**config.mk**
```make
export PLATFORM = sky130hd
export DESIGN_NAME = ccrb_control_bank
export DESIGN_NICKNAME = d
export VERILOG_FILES = /design/src/ccrb_frame_shifter.v /design/src/ccrb_peak_holder.v /design/src/ccrb_control_bank.v
export VERILOG_INCLUDE_DIRS = /design/src
export SDC_FILE = /design/constraint.sdc
export NUM_CORES = 1
export LEC_CHECK = 0
export ABC_AREA = 1
export BUFFER_PORTS_ARGS = -buffer_cell sky130_fd_sc_hd__buf_2
export CAP_MARGIN = 30
export CORE_MARGIN = 2
export CORE_UTILIZATION = 46
export CTS_BUF_LIST = sky130_fd_sc_hd__clkbuf_16
export DETAILED_ROUTE_END_ITERATION = 16
export PLACE_DENSITY = 0.87
export SLEW_MARGIN = 20
export SYNTH_ARGS = -nofsm -noshare
export SYNTH_HDL_FRONTEND = slang
export SYNTH_HIERARCHICAL = 1
export SYNTH_SLANG_ARGS = --single-unit
```
**constraint.sdc**
```tcl
create_clock -name clk_i -period 1.4 [get_ports clk_i]
set_input_delay 0.42 -clock clk_i [delete_from_list [all_inputs] [get_ports clk_i]]
set_output_delay 0.42 -clock clk_i [all_outputs]
set_load 0.02 [all_outputs]
```
**src/ccrb_regs.vh**
```
// register map, field positions, reset values and frame layout of the codec control bank
`ifndef CCRB_REGS_VH
`define CCRB_REGS_VH
`define CCRB_ADDR_DAC_CTL_ONE 4'h0
`define CCRB_ADDR_DAC_CTL_TWO 4'h1
`define CCRB_ADDR_GAIN_FIRST 4'h2
`define CCRB_ADDR_GAIN_LAST 4'h9
`define CCRB_ADDR_LEFT_PEAK 4'hA
`define CCRB_ADDR_RIGHT_PEAK 4'hB
`define CCRB_ADDR_IN_CTL_ONE 4'hC
`define CCRB_ADDR_IN_CTL_TWO 4'hD
`define CCRB_ADDR_IN_CTL_THREE 4'hE
`define CCRB_ADDR_RESERVED 4'hF
`define CCRB_CTL_RESET 10'h000
`define CCRB_GAIN_RESET 10'h3FF
`define CCRB_PEAK_RESET 6'h00
`define CCRB_FRAME_ADDR_HI 15
`define CCRB_FRAME_ADDR_LO 12
`define CCRB_FRAME_RW_BIT 11
`define CCRB_FRAME_DATA_HI 9
`define CCRB_DEEMPH_HI 9
`define CCRB_DEEMPH_LO 8
`define CCRB_FORMAT_HI 7
`define CCRB_FORMAT_LO 5
`define CCRB_WIDTH_HI 4
`define CCRB_WIDTH_LO 3
`define CCRB_POWER_DOWN_BIT 2
`define CCRB_RATE_HI 1
`define CCRB_RATE_LO 0
`define CCRB_REPLICATE_BIT 8
`define CCRB_PEAK_ENABLE_BIT 5
`define CCRB_PEAK_FIELD_LO 4
`endif

```
**src/ccrb_frame_shifter.v**
```verilog
// serial control frame receiver and readback shifter
`timescale 1ns/100ps
`default_nettype none
module ccrb_frame_shifter #(
  parameter FRAME_BITS = 16
) (
  input wire clk_i,
  input wire rst_i,
  input wire sel_n_sync_i,
  input wire sclk_sync_i,
  input wire sdin_sync_i,
  input wire [9:0] read_data_i,
  output reg [FRAME_BITS-1:0] frame_o,
  output reg frame_done_o,
  output reg [3:0] read_addr_o,
  output reg read_addr_valid_o,
  output reg sdout_o
);
  reg sclk_prev_reg;
  reg [4:0] count_reg;
  reg [FRAME_BITS-1:0] shift_reg;
  reg [9:0] out_reg;
  reg read_dir_reg;
  wire rise = sclk_sync_i & ~sclk_prev_reg;
  wire fall = ~sclk_sync_i & sclk_prev_reg;
  wire [FRAME_BITS-1:0] shifted = {shift_reg[FRAME_BITS-2:0], sdin_sync_i};
  always @(posedge clk_i)
  begin
    if (rst_i)
    begin
      sclk_prev_reg <= 1'b0;
      count_reg <= 5'h00;
      shift_reg <= {FRAME_BITS{1'b0}};
      out_reg <= 10'h000;
      frame_o <= {FRAME_BITS{1'b0}};
      frame_done_o <= 1'b0;
      read_addr_o <= 4'h0;
      read_addr_valid_o <= 1'b0;
      read_dir_reg <= 1'b0;
      sdout_o <= 1'b0;
    end
    else
    begin
      sclk_prev_reg <= sclk_sync_i;
      frame_done_o <= 1'b0;
      read_addr_valid_o <= 1'b0;
      if (sel_n_sync_i)
      begin
        // deselect aborts a partial frame
        count_reg <= 5'h00;
        sdout_o <= 1'b0;
      end
      else
      begin
        if (rise && count_reg < FRAME_BITS)
        begin
          shift_reg <= shifted;
          count_reg <= count_reg + 5'h01;
          // five bits carry address and direction, ahead of the readback latch at bit six
          if (count_reg == 5'h04)
          begin
            read_addr_o <= shifted[4:1];
            read_dir_reg <= shifted[0];
          end
          if (count_reg == 5'h0F)
          begin
            frame_o <= shifted;
            frame_done_o <= 1'b1;
          end
        end
        // data bits 9..0 leave msb first on falling edges
        // the peak clear follows the latch, so a read reports the peak up to now
        if (fall && count_reg == 5'h06)
        begin
          out_reg <= read_data_i;
          read_addr_valid_o <= read_dir_reg;
        end
        if (fall && count_reg >= 5'h06 && count_reg < FRAME_BITS)
        begin
          sdout_o <= (count_reg == 5'h06) ? read_data_i[9] : out_reg[8];
          if (count_reg != 5'h06)
            out_reg <= {out_reg[8:0], 1'b0};
        end
      end
    end
  end
endmodule
`default_nettype wire

```
**src/ccrb_peak_holder.v**
```verilog
// one channel of peak capture held as attenuation, cleared by readback
`timescale 1ns/100ps
`default_nettype none
`include "ccrb_regs.vh"
module ccrb_peak_holder (
  input wire clk_i,
  input wire rst_i,
  input wire enable_i,
  input wire sample_valid_i,
  input wire [5:0] atten_i,
  input wire read_clear_i,
  output reg [5:0] peak_o
);
  reg seen_reg;
  always @(posedge clk_i)
  begin
    if (rst_i)
    begin
      peak_o <= `CCRB_PEAK_RESET;
      seen_reg <= 1'b0;
    end
    // a sample arriving with the clear starts the new interval
    else if (read_clear_i)
    begin
      peak_o <= (enable_i && sample_valid_i) ? atten_i : `CCRB_PEAK_RESET;
      seen_reg <= enable_i & sample_valid_i;
    end
    // smaller attenuation is a louder peak
    else if (enable_i && sample_valid_i && (!seen_reg || atten_i < peak_o))
    begin
      peak_o <= atten_i;
      seen_reg <= 1'b1;
    end
  end
endmodule
`default_nettype wire

```
**src/ccrb_control_bank.v**
```verilog
// control and status register bank of the six-output codec, reached by serial frames
`timescale 1ns/100ps
`default_nettype none
`include "ccrb_regs.vh"
module ccrb_control_bank #(
  parameter SAMPLE_BITS = 24
) (
  input wire clk_i,
  input wire rst_i,
  input wire sel_n_i,
  input wire sclk_i,
  input wire sdin_i,
  output wire sdout_o,
  input wire peak_sample_valid_i,
  input wire [5:0] left_atten_i,
  input wire [5:0] right_atten_i,
  input wire [SAMPLE_BITS-1:0] pair_one_left_i,
  input wire [SAMPLE_BITS-1:0] pair_one_right_i,
  input wire [SAMPLE_BITS-1:0] pair_two_left_i,
  input wire [SAMPLE_BITS-1:0] pair_two_right_i,
  input wire [SAMPLE_BITS-1:0] pair_three_left_i,
  input wire [SAMPLE_BITS-1:0] pair_three_right_i,
  output reg [SAMPLE_BITS-1:0] out_one_left_o,
  output reg [SAMPLE_BITS-1:0] out_one_right_o,
  output reg [SAMPLE_BITS-1:0] out_two_left_o,
  output reg [SAMPLE_BITS-1:0] out_two_right_o,
  output reg [SAMPLE_BITS-1:0] out_three_left_o,
  output reg [SAMPLE_BITS-1:0] out_three_right_o,
  output wire [1:0] deemphasis_o,
  output wire [2:0] serial_format_o,
  output wire [1:0] word_width_o,
  output wire power_down_o,
  output wire [1:0] rate_select_o,
  output wire interp_4x_o,
  output wire interp_2x_o,
  output wire stereo_replicate_o,
  output wire left_out_one_silence_o,
  output wire right_out_one_silence_o,
  output wire left_out_two_silence_o,
  output wire right_out_two_silence_o,
  output wire left_out_three_silence_o,
  output wire right_out_three_silence_o,
  output wire [79:0] gains_o,
  output wire [9:0] in_control_one_o,
  output wire [9:0] in_control_two_o,
  output wire [9:0] in_control_three_o
);
  reg sel_n_meta_reg;
  reg sel_n_sync_reg;
  reg sclk_meta_reg;
  reg sclk_sync_reg;
  reg sdin_meta_reg;
  reg sdin_sync_reg;
  reg [9:0] dac_control_one_reg;
  reg [9:0] dac_control_two_reg;
  reg [9:0] converter_in_control_one_reg;
  reg [9:0] converter_in_control_two_reg;
  reg [9:0] converter_in_control_three_reg;
  reg [9:0] gain_reg [0:7];
  reg [9:0] read_data;
  wire [15:0] frame;
  wire frame_done;
  wire [3:0] read_addr;
  wire read_addr_valid;
  wire [5:0] left_peak_level;
  wire [5:0] right_peak_level;
  wire [3:0] wr_addr = frame[`CCRB_FRAME_ADDR_HI:`CCRB_FRAME_ADDR_LO];
  wire wr_en = frame_done & ~frame[`CCRB_FRAME_RW_BIT];
  wire [9:0] wr_data = frame[`CCRB_FRAME_DATA_HI:0];
  wire peak_enable = converter_in_control_three_reg[`CCRB_PEAK_ENABLE_BIT];
  wire read_left = read_addr_valid && read_addr == `CCRB_ADDR_LEFT_PEAK;
  wire read_right = read_addr_valid && read_addr == `CCRB_ADDR_RIGHT_PEAK;
  wire replicate = dac_control_two_reg[`CCRB_REPLICATE_BIT];
  // one strobe per writable control slot; peak and reserved slots have none
  wire wr_dac_one = wr_en && wr_addr == `CCRB_ADDR_DAC_CTL_ONE;
  wire wr_dac_two = wr_en && wr_addr == `CCRB_ADDR_DAC_CTL_TWO;
  wire wr_in_one = wr_en && wr_addr == `CCRB_ADDR_IN_CTL_ONE;
  wire wr_in_two = wr_en && wr_addr == `CCRB_ADDR_IN_CTL_TWO;
  wire wr_in_three = wr_en && wr_addr == `CCRB_ADDR_IN_CTL_THREE;
  // replicate source select
  // pairs two and three drop their own data while replicate is on
  wire [SAMPLE_BITS-1:0] src_two_left = replicate ? pair_one_left_i : pair_two_left_i;
  wire [SAMPLE_BITS-1:0] src_two_right = replicate ? pair_one_right_i : pair_two_right_i;
  wire [SAMPLE_BITS-1:0] src_three_left = replicate ? pair_one_left_i : pair_three_left_i;
  wire [SAMPLE_BITS-1:0] src_three_right = replicate ? pair_one_right_i : pair_three_right_i;
  // pins are asynchronous to clk_i: two flops before any use
  // three clocks of latency, hence the minimum serial phase length
  always @(posedge clk_i)
  begin
    if (rst_i)
    begin
      sel_n_meta_reg <= 1'b1;
      sel_n_sync_reg <= 1'b1;
      sclk_meta_reg <= 1'b0;
      sclk_sync_reg <= 1'b0;
      sdin_meta_reg <= 1'b0;
      sdin_sync_reg <= 1'b0;
    end
    else
    begin
      sel_n_meta_reg <= sel_n_i;
      sel_n_sync_reg <= sel_n_meta_reg;
      sclk_meta_reg <= sclk_i;
      sclk_sync_reg <= sclk_meta_reg;
      sdin_meta_reg <= sdin_i;
      sdin_sync_reg <= sdin_meta_reg;
    end
  end
  ccrb_frame_shifter #(
    .FRAME_BITS(16)
  ) u_shifter (
    .clk_i(clk_i),
    .rst_i(rst_i),
    .sel_n_sync_i(sel_n_sync_reg),
    .sclk_sync_i(sclk_sync_reg),
    .sdin_sync_i(sdin_sync_reg),
    .read_data_i(read_data),
    .frame_o(frame),
    .frame_done_o(frame_done),
    .read_addr_o(read_addr),
    .read_addr_valid_o(read_addr_valid),
    .sdout_o(sdout_o)
  );
  // clear pulses arrive only once the readback word has been latched
  // capture enable
  ccrb_peak_holder u_left_peak (
    .clk_i(clk_i),
    .rst_i(rst_i),
    .enable_i(peak_enable),
    .sample_valid_i(peak_sample_valid_i),
    .atten_i(left_atten_i),
    .read_clear_i(read_left),
    .peak_o(left_peak_level)
  );
  ccrb_peak_holder u_right_peak (
    .clk_i(clk_i),
    .rst_i(rst_i),
    .enable_i(peak_enable),
    .sample_valid_i(peak_sample_valid_i),
    .atten_i(right_atten_i),
    .read_clear_i(read_right),
    .peak_o(right_peak_level)
  );
  always @(posedge clk_i)
  begin
    if (rst_i)
    begin
      dac_control_one_reg <= `CCRB_CTL_RESET;
      dac_control_two_reg <= `CCRB_CTL_RESET;
      converter_in_control_one_reg <= `CCRB_CTL_RESET;
      converter_in_control_two_reg <= `CCRB_CTL_RESET;
      converter_in_control_three_reg <= `CCRB_CTL_RESET;
    end
    else
    begin
      if (wr_dac_one)
        dac_control_one_reg <= wr_data;
      if (wr_dac_two)
        dac_control_two_reg <= wr_data;
      if (wr_in_one)
        converter_in_control_one_reg <= wr_data;
      if (wr_in_two)
        converter_in_control_two_reg <= wr_data;
      if (wr_in_three)
        converter_in_control_three_reg <= wr_data;
    end
  end
  genvar g;
  generate
    for (g = 0; g < 8; g = g + 1)
    begin : gen_gain
      wire gain_hit = wr_en && wr_addr == `CCRB_ADDR_GAIN_FIRST + g;
      always @(posedge clk_i)
      begin
        if (rst_i)
          gain_reg[g] <= `CCRB_GAIN_RESET;
        else if (gain_hit)
          gain_reg[g] <= wr_data;
      end
      assign gains_o[g*10+9:g*10] = gain_reg[g];
    end
  endgenerate
  // the shifter latches this word on the falling edge after bit six
  // peak slots read-only
  always @*
  begin
    read_data = 10'h000;
    case (read_addr)
      `CCRB_ADDR_DAC_CTL_ONE: read_data = dac_control_one_reg;
      `CCRB_ADDR_DAC_CTL_TWO: read_data = dac_control_two_reg;
      `CCRB_ADDR_LEFT_PEAK: read_data = {left_peak_level, 4'h0};
      `CCRB_ADDR_RIGHT_PEAK: read_data = {right_peak_level, 4'h0};
      `CCRB_ADDR_IN_CTL_ONE: read_data = converter_in_control_one_reg;
      `CCRB_ADDR_IN_CTL_TWO: read_data = converter_in_control_two_reg;
      `CCRB_ADDR_IN_CTL_THREE: read_data = converter_in_control_three_reg;
      `CCRB_ADDR_RESERVED: read_data = 10'h000;
      `CCRB_ADDR_GAIN_FIRST: read_data = gain_reg[0];
      `CCRB_ADDR_GAIN_FIRST + 4'h1: read_data = gain_reg[1];
      `CCRB_ADDR_GAIN_FIRST + 4'h2: read_data = gain_reg[2];
      `CCRB_ADDR_GAIN_FIRST + 4'h3: read_data = gain_reg[3];
      `CCRB_ADDR_GAIN_FIRST + 4'h4: read_data = gain_reg[4];
      `CCRB_ADDR_GAIN_FIRST + 4'h5: read_data = gain_reg[5];
      `CCRB_ADDR_GAIN_FIRST + 4'h6: read_data = gain_reg[6];
      `CCRB_ADDR_GAIN_LAST: read_data = gain_reg[7];
      default: read_data = 10'h000;
    endcase
  end
  assign deemphasis_o = dac_control_one_reg[`CCRB_DEEMPH_HI:`CCRB_DEEMPH_LO];
  assign serial_format_o = dac_control_one_reg[`CCRB_FORMAT_HI:`CCRB_FORMAT_LO];
  assign word_width_o = dac_control_one_reg[`CCRB_WIDTH_HI:`CCRB_WIDTH_LO];
  assign power_down_o = dac_control_one_reg[`CCRB_POWER_DOWN_BIT];
  assign rate_select_o = dac_control_one_reg[`CCRB_RATE_HI:`CCRB_RATE_LO];
  assign interp_4x_o = rate_select_o == 2'b01;
  assign interp_2x_o = rate_select_o == 2'b10;
  assign stereo_replicate_o = replicate;
  assign left_out_one_silence_o = dac_control_two_reg[0];
  assign right_out_one_silence_o = dac_control_two_reg[1];
  assign left_out_two_silence_o = dac_control_two_reg[2];
  assign right_out_two_silence_o = dac_control_two_reg[3];
  assign left_out_three_silence_o = dac_control_two_reg[4];
  assign right_out_three_silence_o = dac_control_two_reg[5];
  assign in_control_one_o = converter_in_control_one_reg;
  assign in_control_two_o = converter_in_control_two_reg;
  assign in_control_three_o = converter_in_control_three_reg;
  // replicate routing
  // pair one always plays its own data
  always @(posedge clk_i)
  begin
    if (rst_i)
    begin
      out_one_left_o <= {SAMPLE_BITS{1'b0}};
      out_one_right_o <= {SAMPLE_BITS{1'b0}};
    end
    else
    begin
      out_one_left_o <= pair_one_left_i;
      out_one_right_o <= pair_one_right_i;
    end
  end
  // pairs two and three follow their selected source one clock later
  always @(posedge clk_i)
  begin
    if (rst_i)
    begin
      out_two_left_o <= {SAMPLE_BITS{1'b0}};
      out_two_right_o <= {SAMPLE_BITS{1'b0}};
    end
    else
    begin
      out_two_left_o <= src_two_left;
      out_two_right_o <= src_two_right;
    end
  end
  always @(posedge clk_i)
  begin
    if (rst_i)
    begin
      out_three_left_o <= {SAMPLE_BITS{1'b0}};
      out_three_right_o <= {SAMPLE_BITS{1'b0}};
    end
    else
    begin
      out_three_left_o <= src_three_left;
      out_three_right_o <= src_three_right;
    end
  end
endmodule
`default_nettype wire

```
==> results.toml, run 1 <==
[logic_synthesis]
synth_cells = 1657
ys_warn_count = 6
syn_nets = 1833
avgSynthCellArea_um2 = 8.25
syn_area_mm2 = 0.0137

[sta]
worstEndpointGrtRepair = "u_shifter/out_reg[8]$_SDFFE_PP0N_/D"
worstEpCategory = "register data pin"

[floorplan]
initial_core_util = 0.464
rows = 63
die_x_um = 176
io_pins = 436
fp.dieH_um = 176

[clock_network]
clock_path_buffers = 3
numCtsBuffers = 35
clockRootBuffer = "clkbuf_16"
htree_levels = 2
hold_buffers = 0

[place]
hpwl_um = 38900
gp_congestion = 0.997
port_buffers = 435

[run_status]
haltStage = "global routing (5_1_grt)"
outcome = "aborted with a tool error"
first-error = "[ERROR GRT-0232] Routing congestion too high. Check the congestion heatmap in the GUI."

[global_route]
grt.total_usage = 0.762
grt_max_degree = 52
gr-total-overflow = 36
-- repair_timing --
item / CTS
endpoints found under the setup margin: 445
pin swaps: 100
gates cloned: 9
setup buffers: 129
resized for setup: 751
-- routing by layer --
layer  overflow  global-route usage
met1          5               0.738
met2         16               0.907
met3          5               0.675
met4         10               0.723
met5          0               0.454
-- metrics by stage --
stage | hold WS (ps) | area [um^2] | cells | setup slack, ps
CTS | 95.6 | 21700 | 2735 | -282
detailed placement | 408 | 17300 | 2538 | -294
floorplan | 388 | 13700 | 1657 | 5.32
global placement | 398 | 17300 | 2538 | -248
==> run 2: changes to the inputs <==
Settings changed: CORE_UTILIZATION 46 to 40, CTS_BUF_LIST sky130_fd_sc_hd__clkbuf_16 to default, PLACE_DENSITY 0.87 to default, PLACE_DENSITY_LB_ADDON from default to 0.15.
Clock period 1.4 ns to 1.8 ns, I/O delays scaled along.
==> results.toml, run 2 <==
[clock_network]
clk-insertion-delay-late_ps = 530
cts_tree = "yes"
clock-sinks = 347
htree_levels = 2
numCtsBuffers = 38
cts.clk_slew.worst_paths_ps = 60
clock_path_buffers = 3
clockRootBuffer = "clkbuf_16"

[route]
dr.pass1.iters = 6
routed_wl_um = 50900
vias = 13200
ant_nets = 0
avgViaCountPerCell = 5.08
drt_iter0_drc = 1103
drc = 0
wl_per_cell_um = 19.6

[critical_path]
path_cells = "buf_2"
critical_path.endpoint_type = "primary output"
cp.required_ps = 1260
cp_data_arrival_time_ps = 1220
cp_slowest_cell = "edfxtp_1"
crit_path_max_incr_delay_ps = 490
start_kind = "register"
critPathKind = "reg2out"
crit_path_max_fanout = 2
cp_top_family = "flip-flops"
path_buf_inv = 1

[hold_path]
hold_class = "in2reg"

[place]
gp_congestion = 0.944
post_dp_cell_area_mm2 = 0.0166
place_worst_setup_slack_ps = -10.5
port_buffers = 435
hpwl_um = 38500

[pwr]
clkPwrFrac = 0.451
swShare = 0.228
peakVddDrop_mv = 0.756
p_int_w = 0.0130
power.density_mw_per_mm2 = 934
leakage_nw = 8.07
p_sw_w = 0.00384
pwr-share-comb = 0.063
p_seq_frac = 0.487

[layout]
largest_reg_flops = 80
layout_common_cells = "nand2_1, buf_2, dfxtp_1"
drive_gt1_frac = 0.297
design_area_mm2 = 0.0180
layout.nets = 2290
area_delta_synth_final_pct = 31.6
final_common_cell = "nand2_1"

[logic_synthesis]
synth_cells = 1657
syn_area_mm2 = 0.0137
avgSynthCellArea_um2 = 8.25
ys_warn_count = 6
syn_nets = 1833

[global_route]
grt_pass1_vias = 12800
gr-total-overflow = 0
grt.total_usage = 0.276
grt_pass1_wl_um = 75200
grt_max_degree = 61
antenna_found_initial = 11

[sta]
setup_viol = 0
period_needed_ps = 1760
final-max-slew-violation-count = 0
hold_viol_final = 0
max_freq_mhz = 567
worst_pin_slew_ps = 745
slew_headroom = 0.503
setup_ws_ps = 37.6
whs_ps = 203
fin_worst_skew_ps = 21.5
post-route-period-util = 0.979

[floorplan]
die_x_um = 189
rows = 67
dieArea_mm2 = 0.0357
fp.dieH_um = 189
initial_core_util = 0.407
core_area_mm2 = 0.0336
io_pins = 436

[run]
maxCapViolCount = 0

[run_status]
outcome = "finished, final reports clean"
[run 2: through the flow]
step | setup TNS [ps] | std cells | utilization | total power, W
6_report | 0 | 2596 | 0.535 | 0.0168
5_1_grt | -18.5 | 2596 | 0.535 | 0.0173
4_1_cts | 0 | 2581 | 0.531 | 0.0169
2_1_floorplan | 0 | 1657 | - | 0.00888
3_3_place_gp | 0 | 2516 | 0.494 | 0.00940
3_5_place_dp | -10.5 | 2516 | 0.494 | 0.00940
[run 2: final cells by class]
type                            instances  area, um^2
Timing Repair Buffer                  495        2830
Fill cell                            3246       15600
Tap cell                              448         561
Antenna cell                            9        22.5
Inverter                              147         558
Clock inverter                         13         123
Sequential cell                       347        7770
Multi-Input combinational cell       1085        5050
Clock buffer                           52        1080
[run 2: path summary, 6_finish.rpt]
path	startpoint	endpoint	slack, ps	cells past startpoint
max reg2reg	u_shifter/read_addr_o[3]	u_shifter/out_reg[2]	60	11
max	gain_reg[0][14]	gains_o[14]	40	1
min	sel_n_i	sel_n_meta_reg	200	2
min reg2reg	sdin_meta_reg	sdin_sync_reg	390	2
[run 2: per-layer routing]
metal	part of all wire	vias up	global-route usage	routed length, um
li1	-	6296	-	-
met1	0.37	6096	0.325	18900
met2	0.48	656	0.468	24400
met3	0.11	128	0.0856	5440
met4	0.041	2	0.114	2060
met5	0.00014	-	0	7
[run 2: power groups by stage]
stage / logic (W) / registers (W) / clock network [W]
after CTS: 0.00106 / 0.00818 / 0.00769
final: 0.00105 / 0.00818 / 0.00758
after global placement: 0.00105 / 0.00835 / 0
after detailed placement: 0.00105 / 0.00835 / 0
after floorplan: 0.000307 / 0.00858 / 0
after global routing: 0.00115 / 0.00819 / 0.00800
[run 2: what timing repair did]
item | 4_1_cts | 5_1_grt
gates resized for setup | 14 | 26
endpoints found under the setup margin | 13 | 24
hold buffers | 0 | 0
cloned | 0 | 2
pin swaps | 0 | 7
buffers inserted | 0 | 4
(Power assumes the default switching activity.)
==> run 3: changes to the inputs <==
Settings changed: SETUP_SLACK_MARGIN from default to 0.05.
==> results.toml, run 3 (same netlist as run 2, synthesis figures left out) <==
[pwr]
leakage_nw = 8.13
power.total_w = 0.0168
peakVddDrop_mv = 0.752
power.density_mw_per_mm2 = 929

[place]
post_dp_cell_area_mm2 = 0.0166
hpwl_um = 38500
port_buffers = 435
gp_congestion = 0.944

[global_route]
gr-total-overflow = 0
grt_max_degree = 61
grt_pass1_vias = 12800
grt_pass1_wl_um = 75200
antenna_found_initial = 11
grt.total_usage = 0.276

[layout]
drive_gt1_frac = 0.308
area_delta_synth_final_pct = 32.6
largest_reg_flops = 80
final_common_cell = "nand2_1"
layout_common_cells = "nand2_1, buf_2, dfxtp_1"
regArea_mm2 = 0.00777
fillers = 3242
design_area_mm2 = 0.0181
layout.nets = 2297
multi_input_area_mm2 = 0.00512

[critical_path]
path_cells = "buf_2"
cp_slowest_cell = "edfxtp_1"
cp.required_ps = 1260
cp_data_arrival_time_ps = 1210
critical_path.endpoint_type = "primary output"
critPathKind = "reg2out"
r2r_slack_ps = 90
start_kind = "register"
crit_path_max_incr_delay_ps = 480
crit_path_max_fanout = 2
path_buf_inv = 1
cp_top_family = "flip-flops"

[route]
routed_wl_um = 51000
dr.pass1.iters = 5
ant_nets = 0
wl_per_cell_um = 19.6
vias = 13200
avgViaCountPerCell = 5.08
drt_iter0_drc = 1205
drc = 0

[sta]
fin_worst_skew_ps = 23.8
setup_viol = 0
max_freq_mhz = 572
final-max-slew-violation-count = 0
slew_headroom = 0.511
worst_pin_slew_ps = 732
hold_viol_final = 0
post-route-period-util = 0.971
grt_setup_unrepaired = "true"
period_needed_ps = 1750

[clock_network]
numCtsBuffers = 38
cts.clk_slew.worst_paths_ps = 60
hold_buffers = 0
cts_tree = "yes"
clock-sinks = 347
clk-insertion-delay-late_ps = 530
clock_path_buffers = 3
clockRootBuffer = "clkbuf_16"
htree_levels = 2

[floorplan]
initial_core_util = 0.407
core_area_mm2 = 0.0336
rows = 67
fp.dieH_um = 189
io_pins = 436
dieArea_mm2 = 0.0357
die_x_um = 189

[run_status]
outcome = "finished, final reports clean"

[run]
maxCapViolCount = 0

[hold_path]
hold_class = "in2reg"
[run 3: changes by cell type in the layout (fill, tap and decap cells not counted), sizes merged]
cell / delta
buf: +7
[run 3: what timing repair did]
item / CTS / global route
pin swaps: 2 / 14
buffers inserted: 3 / 9
setup endpoints to repair: 21 / 46
gates cloned: 0 / 2
gates resized for setup: 23 / 48
[run 3: power by group]
part           switching (W)  total, W  internal, W
sequential         0.0000491   0.00818      0.00813
clock                0.00313   0.00760      0.00446
combinational       0.000674   0.00105     0.000376
[run 3: metal layers]
layer	track usage	up-vias	part of all wire
met4	0.114	2	0.044
met2	0.468	677	0.48
li1	-	6309	-
met5	0	-	0.00014
met3	0.0856	137	0.11
met1	0.325	6088	0.37
[run 3: cell type report]
cell class              count  share of cell area
inverters                 147              0.0311
flip-flops and latches    347               0.429
well taps                 448              0.0309
clock buffers              52              0.0594
multi-input cells        1085               0.283
repair buffers            502               0.159
clock inverters            13             0.00677
diodes                      9             0.00124
[run 3: final timing paths]
path,start,to,cells past startpoint
hold / removal,sel_n_i,sel_n_meta_reg,2
setup reg to reg,u_shifter/read_addr_o[0],u_shifter/out_reg[6],11
setup / recovery,gain_reg[0][6],gains_o[6],1
hold reg to reg,sdin_meta_reg,sdin_sync_reg,2
[run 3: worst reg2reg max path, cell delays in order, from the launching register on]
cell	delay [ps]
dfxtp_4	470
inv_4	60
buf_4	140
nor2_4	190
nand3_1	170
nand3_1	120
nor2_1	50
nand4_1	100
nand3_1	90
nand3_1	110
nand3_1	80
nand2_1	60
[run 3: through the flow]
step	std cells	worst slack, ps	utilization	hold slack (ps)	TNS (ps)
global route	2603	-11.3	0.539	196	-11.3
floorplan	1657	287	-	388	0
detailed placement	2516	-10.5	0.494	393	-10.5
global placement	2516	20.2	0.494	395	0
finish	2603	51.8	0.539	202	0
CTS	2584	18.0	0.532	184	0
==> run 4: changes to the inputs <==
Settings changed: ABC_AREA 1 to default.
==> results.toml, run 4 <==
[run_status]
outcome = "finished, violations left"
violations = "negative setup slack"

[sta]
whs_ps = 186
worst_pin_slew_ps = 950
setup_ws_ps = -300
post-route-period-util = 1.17
grt_setup_unrepaired = "true"
period_needed_ps = 2100
slew_headroom = 0.366
fin_worst_skew_ps = 18.5
final-max-slew-violation-count = 0
max_freq_mhz = 476
hold_viol_final = 0
setup_viol = 27

[critical_path]
reg2reg_from = "u_shifter/read_addr_o[2]"
critPathKind = "reg2reg"
start_kind = "register"
crit_path_max_fanout = 9
reg2reg_depth = 8
cp_slowest_cell = "dfxtp_4"
cp-startpoint = "u_shifter/read_addr_o[2]"
critical_path.endpoint_type = "register"
cp_data_arrival_time_ps = 2530
path_cells = "buf_12, and2_4, a22o_1, a221o_1, o32a_1, mux2_2, mux2i_1, nor2_1"
cp.required_ps = 2230
crit_path_max_incr_delay_ps = 380

[route]
drt_iter0_drc = 1016
avgViaCountPerCell = 5.30
wl_per_cell_um = 22.3
routed_wl_um = 55300
drc = 0
dr.pass1.iters = 5
vias = 13100
ant_nets = 0

[global_route]
grt_max_degree = 97
antenna_found_initial = 8
gr-total-overflow = 0
grt.total_usage = 0.290
grt_pass1_vias = 12700
grt_pass1_wl_um = 78500

[clock_network]
cts_tree = "yes"
numCtsBuffers = 40
hold_buffers = 0
clk-insertion-delay-late_ps = 540
clockRootBuffer = "clkbuf_16"
cts.clk_slew.worst_paths_ps = 60
clock-sinks = 347
htree_levels = 2
clock_path_buffers = 3

[floorplan]
initial_core_util = 0.407
rows = 68
io_pins = 436
dieArea_mm2 = 0.0366
core_area_mm2 = 0.0345
die_x_um = 191
fp.dieH_um = 191

[pwr]
power.density_mw_per_mm2 = 887
power.total_w = 0.0179
peakVddDrop_mv = 0.879
leakage_nw = 8.23

[logic_synthesis]
synth_cells = 1416
syn_nets = 1592
avgSynthCellArea_um2 = 9.92
syn_area_mm2 = 0.0140
ys_warn_count = 6

[run]
maxCapViolCount = 0

[place]
gp_congestion = 0.981
hpwl_um = 41200
port_buffers = 435

[layout]
final_common_cell = "buf_2"
area_delta_synth_final_pct = 43.5
drive_gt1_frac = 0.406
layout_common_cells = "buf_2, dfxtp_1, a21oi_1"
layout.nets = 2162
largest_reg_flops = 80

[hold_path]
holdPathStages = 2
hold_class = "in2reg"
hp-start = "sel_n_i"
[run 4: area by class of cell]
type                    instances  area [um^2]
repair buffers                636         4180
clock inverters                21          313
multi-input cells             944         6130
diodes                          6         15.0
well taps                     455          569
inverters                      17         66.3
fillers                      3047        14400
flip-flops and latches        347         7800
clock buffers                  51         1090
[run 4: repair_timing]
item / in CTS / in global routing
pin swaps: 18 / 23
cloned: 0 / 2
setup endpoints to repair: 93 / 92
gates resized for setup: 111 / 61
buffers inserted: 28 / 19
[run 4: worst paths after layout]
kind,endpoint,slack (ps)
worst max-delay path,u_shifter/sdout_o,-300
worst min-delay path,sel_n_meta_reg,190
worst max register to register,u_shifter/sdout_o,-300
worst min register to register,sclk_sync_reg,420
[run 4: layer usage]
metal | track usage | wire [um]
met1 | 0.366 | 21800
met2 | 0.472 | 26100
met3 | 0.0685 | 5000
met4 | 0.126 | 2310
met5 | 0 | 25
[run 4: through the flow]
stage	std cells	worst slack (ps)	instance area, um^2	util	TNS, ps
after floorplan	1416	-46.2	14200	-	-86.2
after global placement	2354	-470	17800	0.516	-6290
after detailed placement	2354	-487	17800	0.516	-6830
after CTS	2452	-298	19800	0.573	-3400
after global routing	2476	-355	20200	0.584	-4330
final	2477	-300	20200	0.584	-2780
[run 4: worst max-delay path, delay by kind of cell (launching register included)]
family                 cells  cell delay, ps
buffers and inverters      1             150
flip-flops                 1             380
AO/OA/AOI/OAI              3             820
AND/OR/NAND/NOR            2             240
multiplexers               2             400
[run 4: power by group]
group | internal [W] | total (W) | switching, W
Sequential | 0.00813 | 0.00818 | 0.0000497
Combinational | 0.000439 | 0.00112 | 0.000677
Clock | 0.00521 | 0.00859 | 0.00338
